**config.mk**
```make
export PLATFORM = sky130hd
export DESIGN_NAME = pll_status_event_regs
export DESIGN_NICKNAME = d
export VERILOG_FILES = /design/src/pll_status_event_pkg.sv /design/src/pll_status_event_regs.sv
export VERILOG_INCLUDE_DIRS = /design/src
export SDC_FILE = /design/constraint.sdc
export NUM_CORES = 1
export LEC_CHECK = 0
export ABC_AREA = 0
export BUFFER_PORTS_ARGS = -buffer_cell sky130_fd_sc_hd__buf_2
export CORE_MARGIN = 5
export CORE_UTILIZATION = 30
export DETAILED_ROUTE_END_ITERATION = 8
export PLACE_DENSITY = 0.45
export SLEW_MARGIN = 10
export SYNTH_ARGS = -nofsm -noshare
export SYNTH_HDL_FRONTEND = slang
export SYNTH_SLANG_ARGS = --single-unit
```
**constraint.sdc**
```tcl
create_clock -name MCLK -period 4.4 [get_ports MCLK]
set_clock_uncertainty 0.15 [all_clocks]
set_input_delay 0.22 -clock MCLK [delete_from_list [all_inputs] [get_ports MCLK]]
set_output_delay 0.22 -clock MCLK [all_outputs]
set_load 0.02 [all_outputs]
```
**src/pll_status_event_defines.svh**
```systemverilog
// offsets, field positions, reset values and timing counts
// included by the loop status register bank and by its testbench
`ifndef PLL_STATUS_EVENT_DEFINES_SVH
`define PLL_STATUS_EVENT_DEFINES_SVH
// register byte addresses
`define ADR_DELAY    8'h00
`define ADR_STATUS   8'h04
`define ADR_EVENT    8'h08
`define ADR_LOLCNT   8'h0C
`define ADR_LOCKCFG  8'h10
`define ADR_IRQMASK  8'h14
`define ADR_IRQSTS   8'h18
// reset values
`define DELAY_RST    8'h1F
`define LOCK_IVL_RST 16'h00FF
`define LOCK_THR_RST 16'h0155
// alarm threshold of the loss-of-lock counter
`define LOL_THRESH   4'h7
// event bit positions
`define EV_STATE     3
`define EV_HOLD      2
`define EV_LIMIT     1
`define EV_LOL       0
// status bit positions
`define ST_LOCK      0
`define ST_REF       1
`define ST_STATE     4
// lock interval unit
`define CLK_MHZ      100
`define LOCK_UNIT_MS 1
`define MS_CYCLES    (`LOCK_UNIT_MS * `CLK_MHZ * 1000)
`endif

```
**src/pll_status_event_pkg.sv**
```systemverilog
// types shared by the loop status register bank
// no assumptions beyond a SystemVerilog tool
package pll_status_event_pkg;
    // loop state, order gives the reported code
    typedef enum logic [2:0] {
        S_FREERUN, S_NORMAL, S_HOLDOVER,
        S_WRFREQ, S_ACQUIRE, S_HITLESS
    } loop_state_t;
    // controls coming from the rest of the loop
    typedef struct packed {
        logic ref_ok;
        logic wr_freq;
        logic hitless;
        logic ref_sel;
    } loop_ctrl_t;
    // one bit per event, msb is bit 3
    typedef struct packed {
        logic state_ch;
        logic holdover;
        logic limit;
        logic lol;
    } event_t;
endpackage : pll_status_event_pkg

```
**src/pll_status_event_regs.sv**
```systemverilog
// loop status, sticky events and loss-of-lock counter
// assumes a classic wishbone master on MCLK and loop
// controls synchronous to MCLK
//
// Operation
// - debug converter delay, 8 bits, resets 0x1F
// - status bits 6:4 report loop state
// - status bit 1 reports selected reference
// - status bit 0 reports present lock
// - event bit 3 set on state change
// - event bit 2 set entering holdover
// - event bits cleared by writing one
// - event bit 1 set while count exceeds threshold
// - alarm bit uncleareable while count exceeds threshold
// - event bit 0 set on lock loss
// - counter counts lock losses, saturates 0xF
// - writing zero clears counter, counting restarts
// - writing counter presets it to value
// - counter writes ignored when gated or reset
// - lock after error below threshold for interval, relock in normal after half interval
// - acquire to normal at half interval
//
// Decided for this implementation: the Wishbone interface to the registers and the register addresses.
`timescale 1ns/1ps
`include "pll_status_event_defines.svh"

module pll_status_event_regs
    import pll_status_event_pkg::*;
#(
    parameter int ERR_W     = 17,
    parameter int MS_CYCLES = `MS_CYCLES
) (
    // clock and reset
    input  wire logic             MCLK,
    input  wire logic             RST,
    // wishbone slave
    input  wire logic             WB_CYC_I,
    input  wire logic             WB_STB_I,
    input  wire logic             WB_WE_I,
    input  wire logic [7:0]       WB_ADR_I,
    input  wire logic [3:0]       WB_SEL_I,
    input  wire logic [31:0]      WB_DAT_I,
    output logic      [31:0]      WB_DAT_O,
    output logic                  WB_ACK_O,
    // loop side
    input  wire loop_ctrl_t       LOOP_CTRL,
    input  wire logic [ERR_W-1:0] PHASE_ERR,
    input  wire logic             LOOP_SOFT_RESET,
    input  wire logic             CLOCK_GATED,
    // outputs to the loop and the system
    output logic      [7:0]       CONVERTER_DELAY,
    output logic      [2:0]       LOOP_STATE,
    output logic                  LOCKED,
    output logic                  IRQ
);
    // ************************************************
    // helper functions
    // ************************************************
    // magnitude of the signed phase error
    function automatic logic [ERR_W-1:0] mag(
        input logic [ERR_W-1:0] v);
        mag = v[ERR_W-1] ? (~v + 1'b1) : v;
    endfunction : mag
    // saturating increment of the lock loss count
    function automatic logic [3:0] sat_inc(
        input logic [3:0] v, input logic inc);
        sat_inc = (inc && v != 4'hF) ? v + 4'h1 : v;
    endfunction : sat_inc
    // ************************************************
    // bus decode
    // ************************************************
    logic        ack_reg;
    logic        req;
    logic        wr;
    logic        rd;
    logic        sreset;
    logic        blocked;
    logic        wr_ev;
    logic        wr_cnt;
    logic        wr_cnt_ok;
    // one access per request, ack drops after one cycle
    assign req       = WB_CYC_I & WB_STB_I & ~ack_reg;
    assign wr        = req & WB_WE_I;
    assign rd        = req & ~WB_WE_I;
    assign sreset    = LOOP_SOFT_RESET;
    assign blocked   = LOOP_SOFT_RESET | CLOCK_GATED;
    assign wr_ev     = wr & WB_SEL_I[0] & (WB_ADR_I == `ADR_EVENT);
    assign wr_cnt    = wr & WB_SEL_I[0] & (WB_ADR_I == `ADR_LOLCNT);
    assign wr_cnt_ok = wr_cnt & ~blocked;
    assign WB_ACK_O  = ack_reg;
    // acknowledge every access, mapped or not
    always_ff @(posedge MCLK or posedge RST) begin
        if (RST) begin
            ack_reg <= 1'b0;
        end else begin
            ack_reg <= req;
        end
    end
    // ************************************************
    // configuration registers
    // ************************************************
    logic [7:0]  delay_reg;
    logic [15:0] ivl_reg;
    logic [15:0] thr_reg;
    logic [3:0]  mask_reg;
    // debug delay, lock setup and interrupt mask
    always_ff @(posedge MCLK or posedge RST) begin
        if (RST) begin
            delay_reg <= `DELAY_RST;
            ivl_reg   <= `LOCK_IVL_RST;
            thr_reg   <= `LOCK_THR_RST;
            mask_reg  <= 4'h0;
        end else if (wr) begin
            if (WB_ADR_I == `ADR_DELAY && WB_SEL_I[0]) begin
                delay_reg <= WB_DAT_I[7:0];
            end
            if (WB_ADR_I == `ADR_LOCKCFG) begin
                if (WB_SEL_I[0]) thr_reg[7:0]  <= WB_DAT_I[7:0];
                if (WB_SEL_I[1]) thr_reg[15:8] <= WB_DAT_I[15:8];
                if (WB_SEL_I[2]) ivl_reg[7:0]  <= WB_DAT_I[23:16];
                if (WB_SEL_I[3]) ivl_reg[15:8] <= WB_DAT_I[31:24];
            end
            if (WB_ADR_I == `ADR_IRQMASK && WB_SEL_I[0]) begin
                mask_reg <= WB_DAT_I[3:0];
            end
        end
    end
    assign CONVERTER_DELAY = delay_reg;
    // ************************************************
    // lock timing
    // ************************************************
    logic [31:0] tick_cnt_reg;
    logic        tick;
    logic [15:0] met_ms_reg;
    logic [15:0] half_ivl;
    logic        met;
    logic        half_met;
    loop_state_t state_reg;
    loop_state_t state_next;
    assign tick     = (tick_cnt_reg == 32'(MS_CYCLES - 1));
    assign met      = mag(PHASE_ERR) < ERR_W'(thr_reg);
    assign half_ivl = {1'b0, ivl_reg[15:1]} + {15'h0, ivl_reg[0]};
    assign half_met = met && (met_ms_reg >= half_ivl);
    // millisecond tick
    always_ff @(posedge MCLK or posedge RST) begin
        if (RST) begin
            tick_cnt_reg <= 32'h0;
        end else if (tick) begin
            tick_cnt_reg <= 32'h0;
        end else begin
            tick_cnt_reg <= tick_cnt_reg + 32'h1;
        end
    end
    // time the error has stayed below threshold
    always_ff @(posedge MCLK or posedge RST) begin
        if (RST) begin
            met_ms_reg <= 16'h0;
        end else if (sreset || !met || state_next != state_reg) begin
            met_ms_reg <= 16'h0;
        end else if (tick && met_ms_reg != 16'hFFFF) begin
            met_ms_reg <= met_ms_reg + 16'h1;
        end
    end
    // ************************************************
    // loop state machine
    // ************************************************
    // next loop state
    always_comb begin
        state_next = state_reg;
        case (state_reg)
            S_FREERUN: begin
                if (LOOP_CTRL.ref_ok) state_next = S_ACQUIRE;
            end
            S_ACQUIRE: begin
                if (!LOOP_CTRL.ref_ok) state_next = S_HOLDOVER;
                else if (half_met) state_next = S_NORMAL;
            end
            S_NORMAL: begin
                if (!LOOP_CTRL.ref_ok) state_next = S_HOLDOVER;
                else if (LOOP_CTRL.hitless) state_next = S_HITLESS;
            end
            S_HITLESS: begin
                if (!LOOP_CTRL.ref_ok) state_next = S_HOLDOVER;
                else if (!LOOP_CTRL.hitless) state_next = S_NORMAL;
            end
            S_HOLDOVER: begin
                if (LOOP_CTRL.ref_ok) state_next = S_ACQUIRE;
            end
            S_WRFREQ: begin
                if (!LOOP_CTRL.wr_freq) state_next = S_FREERUN;
            end
            default: begin
                state_next = S_FREERUN;
            end
        endcase
        if (LOOP_CTRL.wr_freq) state_next = S_WRFREQ;
    end
    // state register, soft reset returns to free-run
    always_ff @(posedge MCLK or posedge RST) begin
        if (RST) begin
            state_reg <= S_FREERUN;
        end else if (sreset) begin
            state_reg <= S_FREERUN;
        end else begin
            state_reg <= state_next;
        end
    end
    // ************************************************
    // lock and reference status
    // ************************************************
    logic lock_reg;
    logic lock_next;
    logic ref_reg;
    logic lol_fall;
    // lock needs a second half interval in normal
    always_comb begin
        lock_next = lock_reg;
        if (state_next != S_NORMAL && state_next != S_HITLESS) begin
            lock_next = 1'b0;
        end else if (!met) begin
            lock_next = 1'b0;
        end else if (state_reg == S_NORMAL && half_met) begin
            lock_next = 1'b1;
        end
    end
    assign lol_fall = lock_reg & ~lock_next & ~sreset;
    // present lock and selected reference
    always_ff @(posedge MCLK or posedge RST) begin
        if (RST) begin
            lock_reg <= 1'b0;
            ref_reg  <= 1'b0;
        end else if (sreset) begin
            lock_reg <= 1'b0;
            ref_reg  <= 1'b0;
        end else begin
            lock_reg <= lock_next;
            ref_reg  <= LOOP_CTRL.ref_sel;
        end
    end
    assign LOOP_STATE = state_reg;
    assign LOCKED     = lock_reg;
    // ************************************************
    // loss-of-lock counter and events
    // ************************************************
    logic [3:0] cnt_reg;
    logic [3:0] cnt_base;
    logic       over;
    logic       over_reg;
    event_t     ev_reg;
    event_t     ev_set;
    event_t     ev_clr;
    // fixed threshold compared every cycle
    assign over = cnt_reg > `LOL_THRESH;
    // a write presets, a coincident loss still counts
    assign cnt_base = wr_cnt_ok ? WB_DAT_I[3:0] : cnt_reg;
    // counter with saturation
    always_ff @(posedge MCLK or posedge RST) begin
        if (RST) begin
            cnt_reg <= 4'h0;
        end else if (sreset) begin
            cnt_reg <= 4'h0;
        end else begin
            cnt_reg <= sat_inc(cnt_base, lol_fall);
        end
    end
    // event causes
    always_comb begin
        ev_set.state_ch = (state_next != state_reg);
        ev_set.holdover = (state_next == S_HOLDOVER)
                        && (state_reg != S_HOLDOVER);
        ev_set.limit    = over;
        ev_set.lol      = lol_fall;
        ev_clr          = wr_ev ? event_t'(WB_DAT_I[3:0]) : 4'h0;
        ev_clr.limit    = ev_clr.limit & ~over;
    end
    // sticky events, a set wins over a clear
    always_ff @(posedge MCLK or posedge RST) begin
        if (RST) begin
            ev_reg <= 4'h0;
        end else if (sreset) begin
            ev_reg <= 4'h0;
        end else begin
            ev_reg <= (ev_reg & ~ev_clr) | ev_set;
        end
    end
    // ************************************************
    // interrupt status
    // ************************************************
    logic [3:0] irq_reg;
    logic [3:0] irq_set;
    logic       rd_irq;
    assign irq_set = {ev_set.state_ch, ev_set.holdover,
                      over & ~over_reg, ev_set.lol};
    assign rd_irq  = rd & (WB_ADR_I == `ADR_IRQSTS);
    assign IRQ     = |(irq_reg & mask_reg);
    // read clears, new events win
    always_ff @(posedge MCLK or posedge RST) begin
        if (RST) begin
            irq_reg  <= 4'h0;
            over_reg <= 1'b0;
        end else begin
            irq_reg  <= (rd_irq ? 4'h0 : irq_reg) | irq_set;
            over_reg <= over;
        end
    end
    // ************************************************
    // read data
    // ************************************************
    logic [31:0] rdata;
    // read mux, unmapped reads as zero
    always_comb begin
        rdata = 32'h0;
        case (WB_ADR_I)
            `ADR_DELAY:   rdata[7:0] = delay_reg;
            `ADR_STATUS: begin
                rdata[`ST_STATE+:3] = state_reg;
                rdata[`ST_REF]      = ref_reg;
                rdata[`ST_LOCK]     = lock_reg;
            end
            `ADR_EVENT:   rdata[3:0] = ev_reg;
            `ADR_LOLCNT:  rdata[3:0] = cnt_reg;
            `ADR_LOCKCFG: rdata = {ivl_reg, thr_reg};
            `ADR_IRQMASK: rdata[3:0] = mask_reg;
            `ADR_IRQSTS:  rdata[3:0] = irq_reg;
            default:      rdata = 32'h0;
        endcase
    end
    // read data held from the ack cycle on
    always_ff @(posedge MCLK or posedge RST) begin
        if (RST) begin
            WB_DAT_O <= 32'h0;
        end else if (rd) begin
            WB_DAT_O <= rdata;
        end
    end
endmodule : pll_status_event_regs

```
Word-level counts from Yosys, hierarchy flattened. Cells that the tools add are included.

Register bits: 143. Input bits: 72. Word-level logic and storage cells: 125.

Add/subtract/negate cells: 5. $lt $le $gt $ge: 3. Equal/unequal tests: 18. Muxes and demuxes: 30. Bitwise gates (word level): 27. Reduce and logical (&&, ||, !) cells: 22.

Operators by type and width (count): 32-bit by 1-bit adder with 32-bit output, second input constant (1); 32-bit by 17-bit equality test with 1-bit output, second input constant (1); 16-bit two-way mux (2); 32-bit two-way mux (1); 3-bit two-way mux (9); 8-bit by 5-bit equality test with 1-bit output, second input constant (3); 24-bit two-way mux (1); 4-bit two-way mux (6); 17-bit by 1-bit adder with 17-bit output, second input constant (1); 17-bit by 16-bit < comparator with 1-bit output (1); 17-bit two-way mux (1); 17-bit NOT (1); 15-bit by 1-bit adder with 16-bit output (1); 16-bit by 1-bit adder with 16-bit output, second input constant (1); 8-bit by 4-bit equality test with 1-bit output, second input constant (2); 16-bit greater-or-equal comparator (1); 16-bit inequality test, second input constant (1); 2-bit case mux with 7 select lines (1); 1-bit AND (13); 2-bit case mux with 6 select lines (1); 3-bit case mux with 4 select lines (1); 3-bit AND reduction (4); 3-bit case mux with 3 select lines (1); 4-bit AND (2); other kinds (26) (48).

Longest topological paths before layout. Gate-level depths: netlist (run 1).

Depth in word-level cells: 18. Mapped depth: 15.

Least setup slack after synthesis (run 1). No wires, ideal clock.

Path type: flip-flop to flip-flop. Start point: register ivl_reg[0]. End point: register cnt_reg[0]. Data arrival time: 3.389 ns. Data required time: 4.122 ns. Slack: 0.734 ns. Stages on the path, launching flop included: 15. Path buffers: 0. Period minus slack after synthesis: 3.666 ns. Cell sequence: dfstp_2 ha_1 ha_1 nand3_1 nor2_1 and3_1 nand3_1 xor2_1 ha_1 nand4_1 a21oi_1 a2111o_1 o311a_2 a21oi_2 mux2_1.

Longest elaborated chain between the ends: 16. Elaborated cells on any way between the ends: 20. Classes of those cells: add/sub (1); order compare (1); eq/ne (2); mux (9); bitwise (3); reduce/logical (4).

RTL lines: start: declaration (RTL line pll_status_event_regs.sv:103) `logic [15:0] ivl_reg;`; start signal: assignment (RTL line pll_status_event_regs.sv:110) `` ivl_reg <= `LOCK_IVL_RST; ``; start signal: assignment (RTL line pll_status_event_regs.sv:120) `if (WB_SEL_I[2]) ivl_reg[7:0] <= WB_DAT_I[23:16];`; 15-bit by 1-bit adder with 16-bit output (*) (RTL line pll_status_event_regs.sv:142) `assign half_ivl = {1'b0, ivl_reg[15:1]} + {15'h0, ivl_reg[0]};`; 16-bit greater-or-equal comparator (*) (RTL line pll_status_event_regs.sv:143) `assign half_met = met && (met_ms_reg >= half_ivl);`; 1-bit logical AND (*) (RTL line pll_status_event_regs.sv:143); 3-bit two-way mux (RTL line pll_status_event_regs.sv:176) `else if (half_met) state_next = S_NORMAL;`; 3-bit two-way mux (RTL line pll_status_event_regs.sv:175) `if (!LOOP_CTRL.ref_ok) state_next = S_HOLDOVER;`; 3-bit case mux with 4 select lines (RTL line pll_status_event_regs.sv:170) `case (state_reg)`; 3-bit two-way mux (RTL line pll_status_event_regs.sv:196) `if (LOOP_CTRL.wr_freq) state_next = S_WRFREQ;`; 3-bit by 1-bit inequality test with 1-bit output / 3-bit inequality test (equally long branches) (RTL line pll_status_event_regs.sv:218) `if (state_next != S_NORMAL && state_next != S_HITLESS) begin`; 1-bit logical AND (RTL line pll_status_event_regs.sv:218); 1-bit two-way mux (*) (RTL line pll_status_event_regs.sv:218); 1-bit NOT (*) (RTL line pll_status_event_regs.sv:226) `assign lol_fall = lock_reg & ~lock_next & ~sreset;`; 1-bit AND (*) (2 in series) (RTL line pll_status_event_regs.sv:226); 1-bit logical AND (*) (RTL line pll_status_event_regs.sv:67) `sat_inc = (inc && v != 4'hF) ? v + 4'h1 : v;`; 4-bit two-way mux (*) (RTL line pll_status_event_regs.sv:67); 4-bit two-way mux (*) (RTL line pll_status_event_regs.sv:260) `end else if (sreset) begin`; end signal: assignment (RTL line pll_status_event_regs.sv:263) `cnt_reg <= sat_inc(cnt_base, lol_fall);`; end: declaration (RTL line pll_status_event_regs.sv:245) `logic [3:0] cnt_reg;`.

Every way passes the cells marked *; elsewhere a longest branch is shown, timed or not. A chain may end at the register's enable or synchronous reset.

Worst setup path after layout (run 1). Same ends and word-level chain as after synthesis.

==> results of run 1 <==
## worst min-delay path by stage
stage	endpoint	start	slack (ns)
floorplan	thr_reg[2]	WB_DAT_I[2]	0.18
detailed placement	irq_reg[1]	over_reg	0.28
global placement	irq_reg[1]	over_reg	0.28
CTS	mask_reg[0]	WB_DAT_I[0]	0.002
finish	mask_reg[0]	WB_DAT_I[0]	0.02
global route	CONVERTER_DELAY[0]	WB_DAT_I[0]	0.003
## cells by family (layout without fill, tap and decap cells)
family | count (synthesis) | count (layout)
and+or+nand+nor | 326 | 326
DFF | 143 | 143
AOI/OAI and AO/OA | 101 | 101
xor gates and xnor gates | 71 | 71
buffers and inverters | 58 | 232
muxes | 54 | 54
adders and majority gates | 37 | 37
## Yosys cell counts (all sizes together) (17+ instances only)
cell type and n:
xor2 27, and3 19, nand4 17, mux2 39, o21ai 27, dfstp 18
nor2 62, a21oi 22, inv 32, clkbuf 23, dfrtp 125, nand3 56
ha 37, nand2 115, xnor2 44
## metrics by stage
stage	worst slack, ns	power [mW]	util, %	area, um2	hold WS (ns)
final	0.397	3.16	38.0	9830	0.0166
after detailed placement	0.333	1.59	34.1	8810	0.278
after CTS	0.368	3.20	38.0	9830	0.00241
after global placement	0.411	1.59	34.1	8810	0.280
after global routing	0.188	3.28	38.0	9830	0.00277
after floorplan	0.222	1.49	-	7810	0.179
## layout make-up
type	count	area share (%)
Clock inverter	13	1.80
Clock buffer	19	4.61
Sequential cell	143	36.6
Multi-Input combinational cell	589	40.6
Timing Repair Buffer	168	10.8
Tap cell	335	4.27
Inverter	32	1.27
## routing by layer
| metal | vias up | track usage (%) | part of all wire (%) |
|---|---|---|---|
| met4 | 0 | 3.55 | 0.85 |
| met1 | 3091 | 20.7 | 47 |
| li1 | 3107 | - | - |
| met5 | - | 0 | 0 |
| met3 | 15 | 3.31 | 3.9 |
| met2 | 125 | 25.3 | 48 |
## worst max-delay path: stages (launching register included)
cell and delay [ns]:
dfstp_2 0.54, ha_1 0.19, ha_1 0.19, nand3_1 0.11, nor2_1 0.17, and3_1 0.27
nand3_1 0.11, xor2_1 0.16, ha_1 0.29, nand4_1 0.13, a21oi_1 0.06, a2111o_1 0.48
o311a_2 0.48, a21oi_2 0.19, mux2_1 0.34
## timing repair
item,in CTS,in global routing
setup endpoints to repair,0,0
hold buffers,39,0
hold endpoints to repair,113,0
## power by group
part           switching, mW  internal, mW  leakage (nW)
Sequential            0.0138          1.33          1.88
Clock                  0.626         0.936         0.299
Combinational          0.146         0.108          2.53
==> results by group, run 1 <==
Floorplanning
  • IO Count: ~120
  • Core area: 25800 um2
  • Rows: 59
  • DIE AREA: between 20000 and 30000 um2
  • Starting density of the core: 30.2%
  • Die W: ~170 um
  • DIE HEIGHT: approximately 170 um

Synth
  • Mapped Cells: 790
  • YS warnings: 0
  • Post-synthesis adder-cell area fraction: 5.93%
  • Sequential share of the synthesized area: 46.1%
  • Post-synthesis xor/xnor area fraction: roughly 8%
  • Synth Area in Compound Gates: just under 9%
  • Synth area leader: dfrtp_1
  • Fraction of synthesized area in multiplexers: under 10%
  • Largest family of logic cells by synthesized area: simple AND/OR/NAND/NOR gates
  • Async S/R FF share, synth: 100%
  • Simple-gate share of the synthesized area: slightly above 20%
  • Synth Register Bits: 143
  • Mapped Avg Cell Area: 9.88 um2
  • EDFF count, synth: 0
  • Post-synthesis net count: 899
  • Main area contributors after synthesis: dfrtp_1, dfstp_2, ha_1, nand2_1, mux2_2
  • Yosys top cell area share: 40.1%
  • Mapped cell area: around 7800 um2
  • Yosys cell types: 61
  • Most used DFF post-synth: dfrtp_1

Clock network
  • Post-CTS Resized: 0
  • Clk root buf: clkbuf_16
  • Max Buffers Root-to-Sink: 2
  • Setup Buffers After CTS: 0
  • CTS clk-pin slew, worst paths: 0.07 ns
  • CTS sink cnt: 143
  • TritonCTS clock tree: yes
  • Worst-Skew Late Latency: 0.42 ns
  • H-tree depth: 4
  • TritonCTS buffer count: 17

STA
  • Sum Neg Setup Slack: 0 ns
  • Slew headroom: 31.9%
  • Max Clk Rate: 250 MHz
  • Slew Viols, Final: 0
  • RSZ-0062 raised after global routing: no
  • Final min period: 4.00 ns
  • Final setup fails: 0
  • Period utilization: between 90% and 100%
  • Final hold violation count: 0
  • Worst-Margin Slew: around 1.0 ns

Worst setup path
  • Critical Path RT: 4.55 ns
  • Worst R2R Setup Slack: 0.40 ns
  • Worst setup SP type: register
  • Critical path origin: ivl_reg[0]
  • Worst Setup End Kind: register
  • CP arrival: 4.15 ns
  • Worst setup path end: cnt_reg[0]
  • Reg2Reg Depth: 14
  • Worst Path Max Fanout: 7
  • R2r startpoint: ivl_reg[0]
  • Reg-to-Reg End: cnt_reg[0]
  • Crit Path Category: reg -> reg

Placed design
  • DPL Wire Length: 16200 um
  • Placed cells: roughly 1200
  • Routability Congestion: 0.799
  • IO buf count: 117

Final layout
  • Share of layout cells above drive strength 1: roughly a quarter
  • Multi-input logic area: about 4000 um2
  • Most frequent cells in the layout: dfrtp_1, buf_2, nand2_1
  • Non-filler cells, final: 1299
  • Nets: ~1100
  • Commonest non-fill, non-tap cell in the layout: dfrtp_1
  • Number of diodes: 0
  • Syn-to-layout area delta: 25.8%
  • FF+latch area: 3600 um2
  • Fillcell total: 2638

Global route
  • Largest net degree at the start of global routing: 86
  • Total GRT Usage: 15.3%
  • Initial antenna violation count: 0
  • Vias in the first global route: between 6000 and 7000
  • First-pass GRT wire length: 35600 um
  • GRT overflow: 0

Detailed routing
  • Post-DRT Antenna Nets: 0
  • Via Count: roughly 6300
  • DR pass1 iterations: 4
  • Wire per inst: 17.0 um
  • Via density: 4.88
  • Initial DRC count: ~350
  • Drt drc: 0
  • Routed WL: ~22000 um

Flow run
  • MaxCap Viol Count: 0

Min path
  • Hold Crit Class: in -> reg
  • Hold Path Depth: 2

Power and ir drop
  • Power Dens Cells: between 300 and 400 nW/um2
  • Leakage: 4.70 nW
  • Worst IR Drop VDD: about 0.19 mV

Outcome
  • Outcome: finished clean
Note: power is estimated with default switching activity, not from simulation.
==> run 2, diff against run 1 <==
Settings changed: MAX_ROUTING_LAYER set to met4.
==> results by group, run 2 (synthesis results as in run 1) <==
Outcome
  • Outcome: finished clean

Worst setup path
  • CP peak stage delay: 0.54 ns
  • R2r startpoint: ivl_reg[0]
  • Worst Setup End Kind: register
  • Reg-to-Reg End: cnt_reg[0]
  • Critical Path RT: 4.54 ns
  • Top Family by Delay on Critical Path: compound AO/OA/AOI/OAI gates
  • Worst Path Max Fanout: 7
  • CP arrival: between 4 and 5 ns
  • Worst R2R Setup Slack: 0.38 ns
  • CP max-delay cell: dfstp_2
  • Worst path most repeated cell: ha_1
  • CP Cell Sequence: ha_1, ha_1, nand3_1, nor2_1, and3_1, nand3_1, xor2_1, ha_1, nand4_1, a21oi_1, a2111o_1, o311a_2, a21oi_2, mux2_1
  • WP buf/inv: 0
  • Worst setup SP type: register
  • Reg2Reg Depth: 14
  • Crit Path Category: reg -> reg

Power and ir drop
  • Worst IR Drop VDD: 0.185 mV
  • Power Dens Cells: 321 nW/um2
  • Leakage: 4.70 nW

Final layout
  • Final core occ: between 30% and 40%
  • Syn-to-layout area delta: 25.8%
  • Number of diodes: 0
  • Nets: 1060
  • Most frequent cells in the layout: dfrtp_1, buf_2, nand2_1
  • Commonest non-fill, non-tap cell in the layout: dfrtp_1
  • Post-Layout Inst Area: 9830 um2
  • Multi-input logic area: 3990 um2
  • Share of layout cells above drive strength 1: 24.5%
  • Fillcell total: 2638
  • FF+latch area: 3600 um2

Floorplanning
  • Die W: 171 um
  • IO Count: roughly 120
  • DIE AREA: 29400 um2
  • Rows: approximately 60
  • DIE HEIGHT: 171 um
  • Core area: between 20000 and 30000 um2
  • Starting density of the core: 30.2%

Clock network
  • Worst-Skew Late Latency: 0.42 ns
  • Cts hold-fix bufs: 39
  • H-tree depth: 4
  • CTS clk-pin slew, worst paths: 0.08 ns
  • Max Buffers Root-to-Sink: 2
  • Post-CTS Resized: 0
  • TritonCTS clock tree: yes
  • Setup Buffers After CTS: 0
  • CTS sink cnt: 143
  • TritonCTS buffer count: 17
  • Clk root buf: clkbuf_16

Min path
  • Hold Path Depth: 2
  • Hold Crit Class: in -> reg
  • Hold Startpoint: WB_DAT_I[0]
  • Hold EP: mask_reg[0]

STA
  • PnR worst setup slack: 0.384 ns
  • Slew Viols, Final: 0
  • Final hold violation count: 0
  • Final setup fails: 0
  • Period utilization: 91.3%
  • Final min period: 4.02 ns
  • Slew headroom: 29.7%
  • Worst-Margin Slew: approximately 1.0 ns
  • Max Clk Rate: 249 MHz
  • RSZ-0062 raised after global routing: no
  • Sum Neg Setup Slack: 0 ns

Placed design
  • Routability Congestion: 0.813
  • Placed instance area: around 8800 um2
  • DPL Wire Length: 16200 um
  • IO buf count: 117
  • Post-place setup slack: 0.333 ns

Detailed routing
  • Routed WL: 22100 um
  • DR pass1 iterations: 4
  • Initial DRC count: 321
  • Wire per inst: 17.0 um
  • Via density: 4.86
  • Drt drc: 0
  • Post-DRT Antenna Nets: 0
  • Via Count: 6312

Global route
  • Largest net degree at the start of global routing: 86
  • First-pass GRT wire length: between 30000 and 40000 um
  • Total GRT Usage: 15.8%
  • Initial antenna violation count: 0
  • GRT overflow: 0
  • Vias in the first global route: roughly 6600

Flow run
  • MaxCap Viol Count: 0
## run 2: power by group
part	internal [mW]	switching, mW	leakage (nW)
sequential	1.33	0.0137	1.88
clock	0.936	0.626	0.299
combinational	0.108	0.146	2.53
## run 2: worst max path at each step
stage / start / endpoint / slack, ns / cells after the start
CTS: ivl_reg[0] / cnt_reg[0] / 0.37 / 14
floorplan: RST / CONVERTER_DELAY[5] / 0.22 / 1
finish: ivl_reg[0] / cnt_reg[0] / 0.38 / 14
global route: ivl_reg[0] / cnt_reg[0] / 0.19 / 14
global placement: PHASE_ERR[6] / met_ms_reg[12] / 0.41 / 15
detailed placement: PHASE_ERR[6] / met_ms_reg[9] / 0.33 / 15
## run 2: per-layer routing
layer	GRT usage (%)	vias to the layer above	wire length, um
li1	-	3104	-
met5	-	-	0
met3	3.06	14	756
met4	3.65	0	193
met2	25.3	114	10600
met1	20.8	3080	10600
## run 2: worst reg2reg max path: stages, from the launching register on
cell      delay (ns)
dfstp_2         0.54
ha_1            0.19
ha_1            0.19
nand3_1         0.11
nor2_1          0.17
and3_1          0.27
nand3_1         0.12
xor2_1          0.16
ha_1            0.29
nand4_1         0.13
a21oi_1         0.06
a2111o_1        0.48
o311a_2         0.49
a21oi_2         0.20
mux2_1          0.34
## run 2: cell type report
type	instances	area share [%]
inverter	32	1.27
tap	335	4.27
clock inverter	13	1.80
timing repair buffer	168	10.8
clock buffer	19	4.61
multi-input combinational	589	40.6
sequential	143	36.6
## run 2: through the flow
step | instances | power (mW) | hold WS, ns
2_1_floorplan | 790 | 1.49 | 0.179
3_3_place_gp | 1228 | 1.59 | 0.280
3_5_place_dp | 1228 | 1.59 | 0.278
4_1_cts | 1299 | 3.20 | 0.00241
5_1_grt | 1299 | 3.28 | 0.00383
6_report | 1299 | 3.16 | 0.0165
==> run 3, diff against run 2 <==
Settings changed: CORE_UTILIZATION 30 to 50, PLACE_DENSITY 0.45 to 0.7.
==> results by group, run 3 (synthesis results as in run 1) <==
Outcome
  • Outcome: finished clean

Power and ir drop
  • Post-layout power: 3.19 mW
  • Sw frac: between 20% and 30%
  • Worst IR Drop VDD: around 0.3 mV
  • Power Dens Cells: 329 nW/um2
  • Internal power: 2.46 mW
  • Leakage: 4.71 nW
  • Sequential share of power: a little over two fifths
  • Clock group share of total power: between 50% and 60%
  • Psw: 0.730 mW
  • Gate power share: 7.8%

Floorplanning
  • DIE AREA: 18200 um2
  • Rows: 45
  • IO Count: 118
  • Starting density of the core: about half
  • Core area: 15300 um2
  • Die W: 135 um
  • DIE HEIGHT: 135 um

Worst setup path
  • Worst Path Max Fanout: 6
  • CP max-delay cell: dlygate4sd3_1
  • Worst setup SP type: register
  • Crit Path Category: reg -> reg
  • CP peak stage delay: roughly 0.56 ns
  • CP Cell Sequence: ha_1, ha_1, nand3_1, nor2_1, and3_1, nand3_1, xor2_1, ha_1, nand4_1, a21oi_1, a2111o_1, a211o_1, a31oi_1, dlygate4sd3_1
  • Worst Setup End Kind: register
  • Worst path most repeated cell: ha_1
  • CP arrival: 4.24 ns
  • Critical Path RT: 4.61 ns

Global route
  • First-pass GRT wire length: 32100 um
  • Total GRT Usage: 22.7%
  • GRT overflow: 0
  • Initial antenna violation count: 0
  • Vias in the first global route: approximately 6500
  • Largest net degree at the start of global routing: 63

STA
  • Period utilization: between 90% and 100%
  • Worst-Margin Slew: roughly 1.1 ns
  • Final hold violation count: 0
  • Final setup fails: 0
  • Max Clk Rate: 248 MHz
  • Slew Viols, Final: 0
  • RSZ-0062 raised after global routing: no
  • Slew headroom: about a quarter
  • Sum Neg Setup Slack: 0 ns
  • Final min period: 4.03 ns

Placed design
  • Routability Congestion: 0.930
  • DPL Wire Length: 13800 um
  • IO buf count: 117

Clock network
  • CTS sink cnt: roughly 140
  • H-tree depth: 4
  • TritonCTS clock tree: yes
  • Clk root buf: clkbuf_16
  • TritonCTS buffer count: 17
  • Setup Buffers After CTS: 0
  • Max Buffers Root-to-Sink: 2
  • CTS clk-pin slew, worst paths: 0.06 ns
  • Worst-Skew Late Latency: between 0.4 and 0.5 ns

Final layout
  • Syn-to-layout area delta: 24.2%
  • Nets: 1060
  • Most frequent cells in the layout: dfrtp_1, buf_2, nand2_1
  • Number of diodes: 0
  • Commonest non-fill, non-tap cell in the layout: dfrtp_1
  • Share of layout cells above drive strength 1: approximately a quarter

Detailed routing
  • Via density: 5.48
  • Routed WL: between 15000 and 20000 um
  • Via Count: 6434
  • Drt drc: 0
  • DR pass1 iterations: 5
  • Wire per inst: about 16 um
  • Post-DRT Antenna Nets: 0
  • Initial DRC count: 403

Flow run
  • MaxCap Viol Count: 0

Min path
  • Hold Crit Class: in -> reg
-- run 3: cell type report --
class	instances	area, um2
Fill cell	1273	5560
Multi-Input combinational cell	589	3990
Sequential cell	143	3600
Timing Repair Buffer	168	1070
Clock buffer	19	443
Tap cell	211	264
Clock inverter	13	211
Inverter	32	125
-- run 3: power by group through the flow --
stage                     clock network, mW  logic [mW]  registers, mW
after detailed placement                  0       0.221           1.36
after global routing                   1.68       0.278           1.34
after global placement                    0       0.218           1.36
after floorplan                           0       0.133           1.36
final                                  1.60       0.247           1.34
after CTS                              1.63       0.250           1.34
-- run 3: path summary, 6_finish.rpt --
| check | from | endpoint | slack, ns | depth (start not counted) |
|---|---|---|---|---|
| min in group asynchronous | RST | thr_reg[13] | 0.26 | 3 |
| worst min-delay path | LOOP_SOFT_RESET | ref_reg | 0.06 | 2 |
| worst max register to register | ivl_reg[0] | LOOP_STATE[2] | 0.37 | 14 |
| worst max-delay path | ivl_reg[0] | LOOP_STATE[2] | 0.37 | 14 |
| max in group asynchronous | RST | WB_DAT_O[24] | 2.76 | 4 |
| worst min register to register | over_reg | irq_reg[1] | 0.27 | 1 |
-- run 3: what timing repair did --
item                       CTS  global route
hold buffers                40             0
resized for setup            0             0
hold endpoints to repair   104             0
setup endpoints to repair    0             0
-- run 3: critical path, delay by kind of cell (launching register included) --
family,cells,cell delay [ns]
XOR/XNOR,1,0.16
flip-flops,1,0.54
AND/OR/NAND/NOR,5,0.77
buffers and inverters,1,0.56
adder cells (fa/ha/maj),3,0.74
AO/OA/AOI/OAI,4,1.03
-- run 3: layer usage --
metal / share of wire [%] / track usage, % / wire (um)
met4: 2.2 / 7.89 / 423
met3: 5.4 / 4.96 / 1030
met2: 48 / 35.8 / 9180
met1: 44 / 29.2 / 8490
met5: 0 / - / 0
-- run 3: per-stage QoR --
stage | worst slack (ns) | hold WS [ns] | area (um2) | std cells | utilization (%)
global route | 0.139 | 0.0700 | 9700 | 1175 | 63.6
floorplan | 0.222 | 0.179 | 7810 | 790 | -
CTS | 0.374 | 0.0387 | 9700 | 1175 | 63.6
finish | 0.365 | 0.0571 | 9700 | 1175 | 63.6
detailed placement | 0.374 | 0.174 | 8640 | 1103 | 56.6
global placement | 0.484 | 0.175 | 8640 | 1103 | 56.6
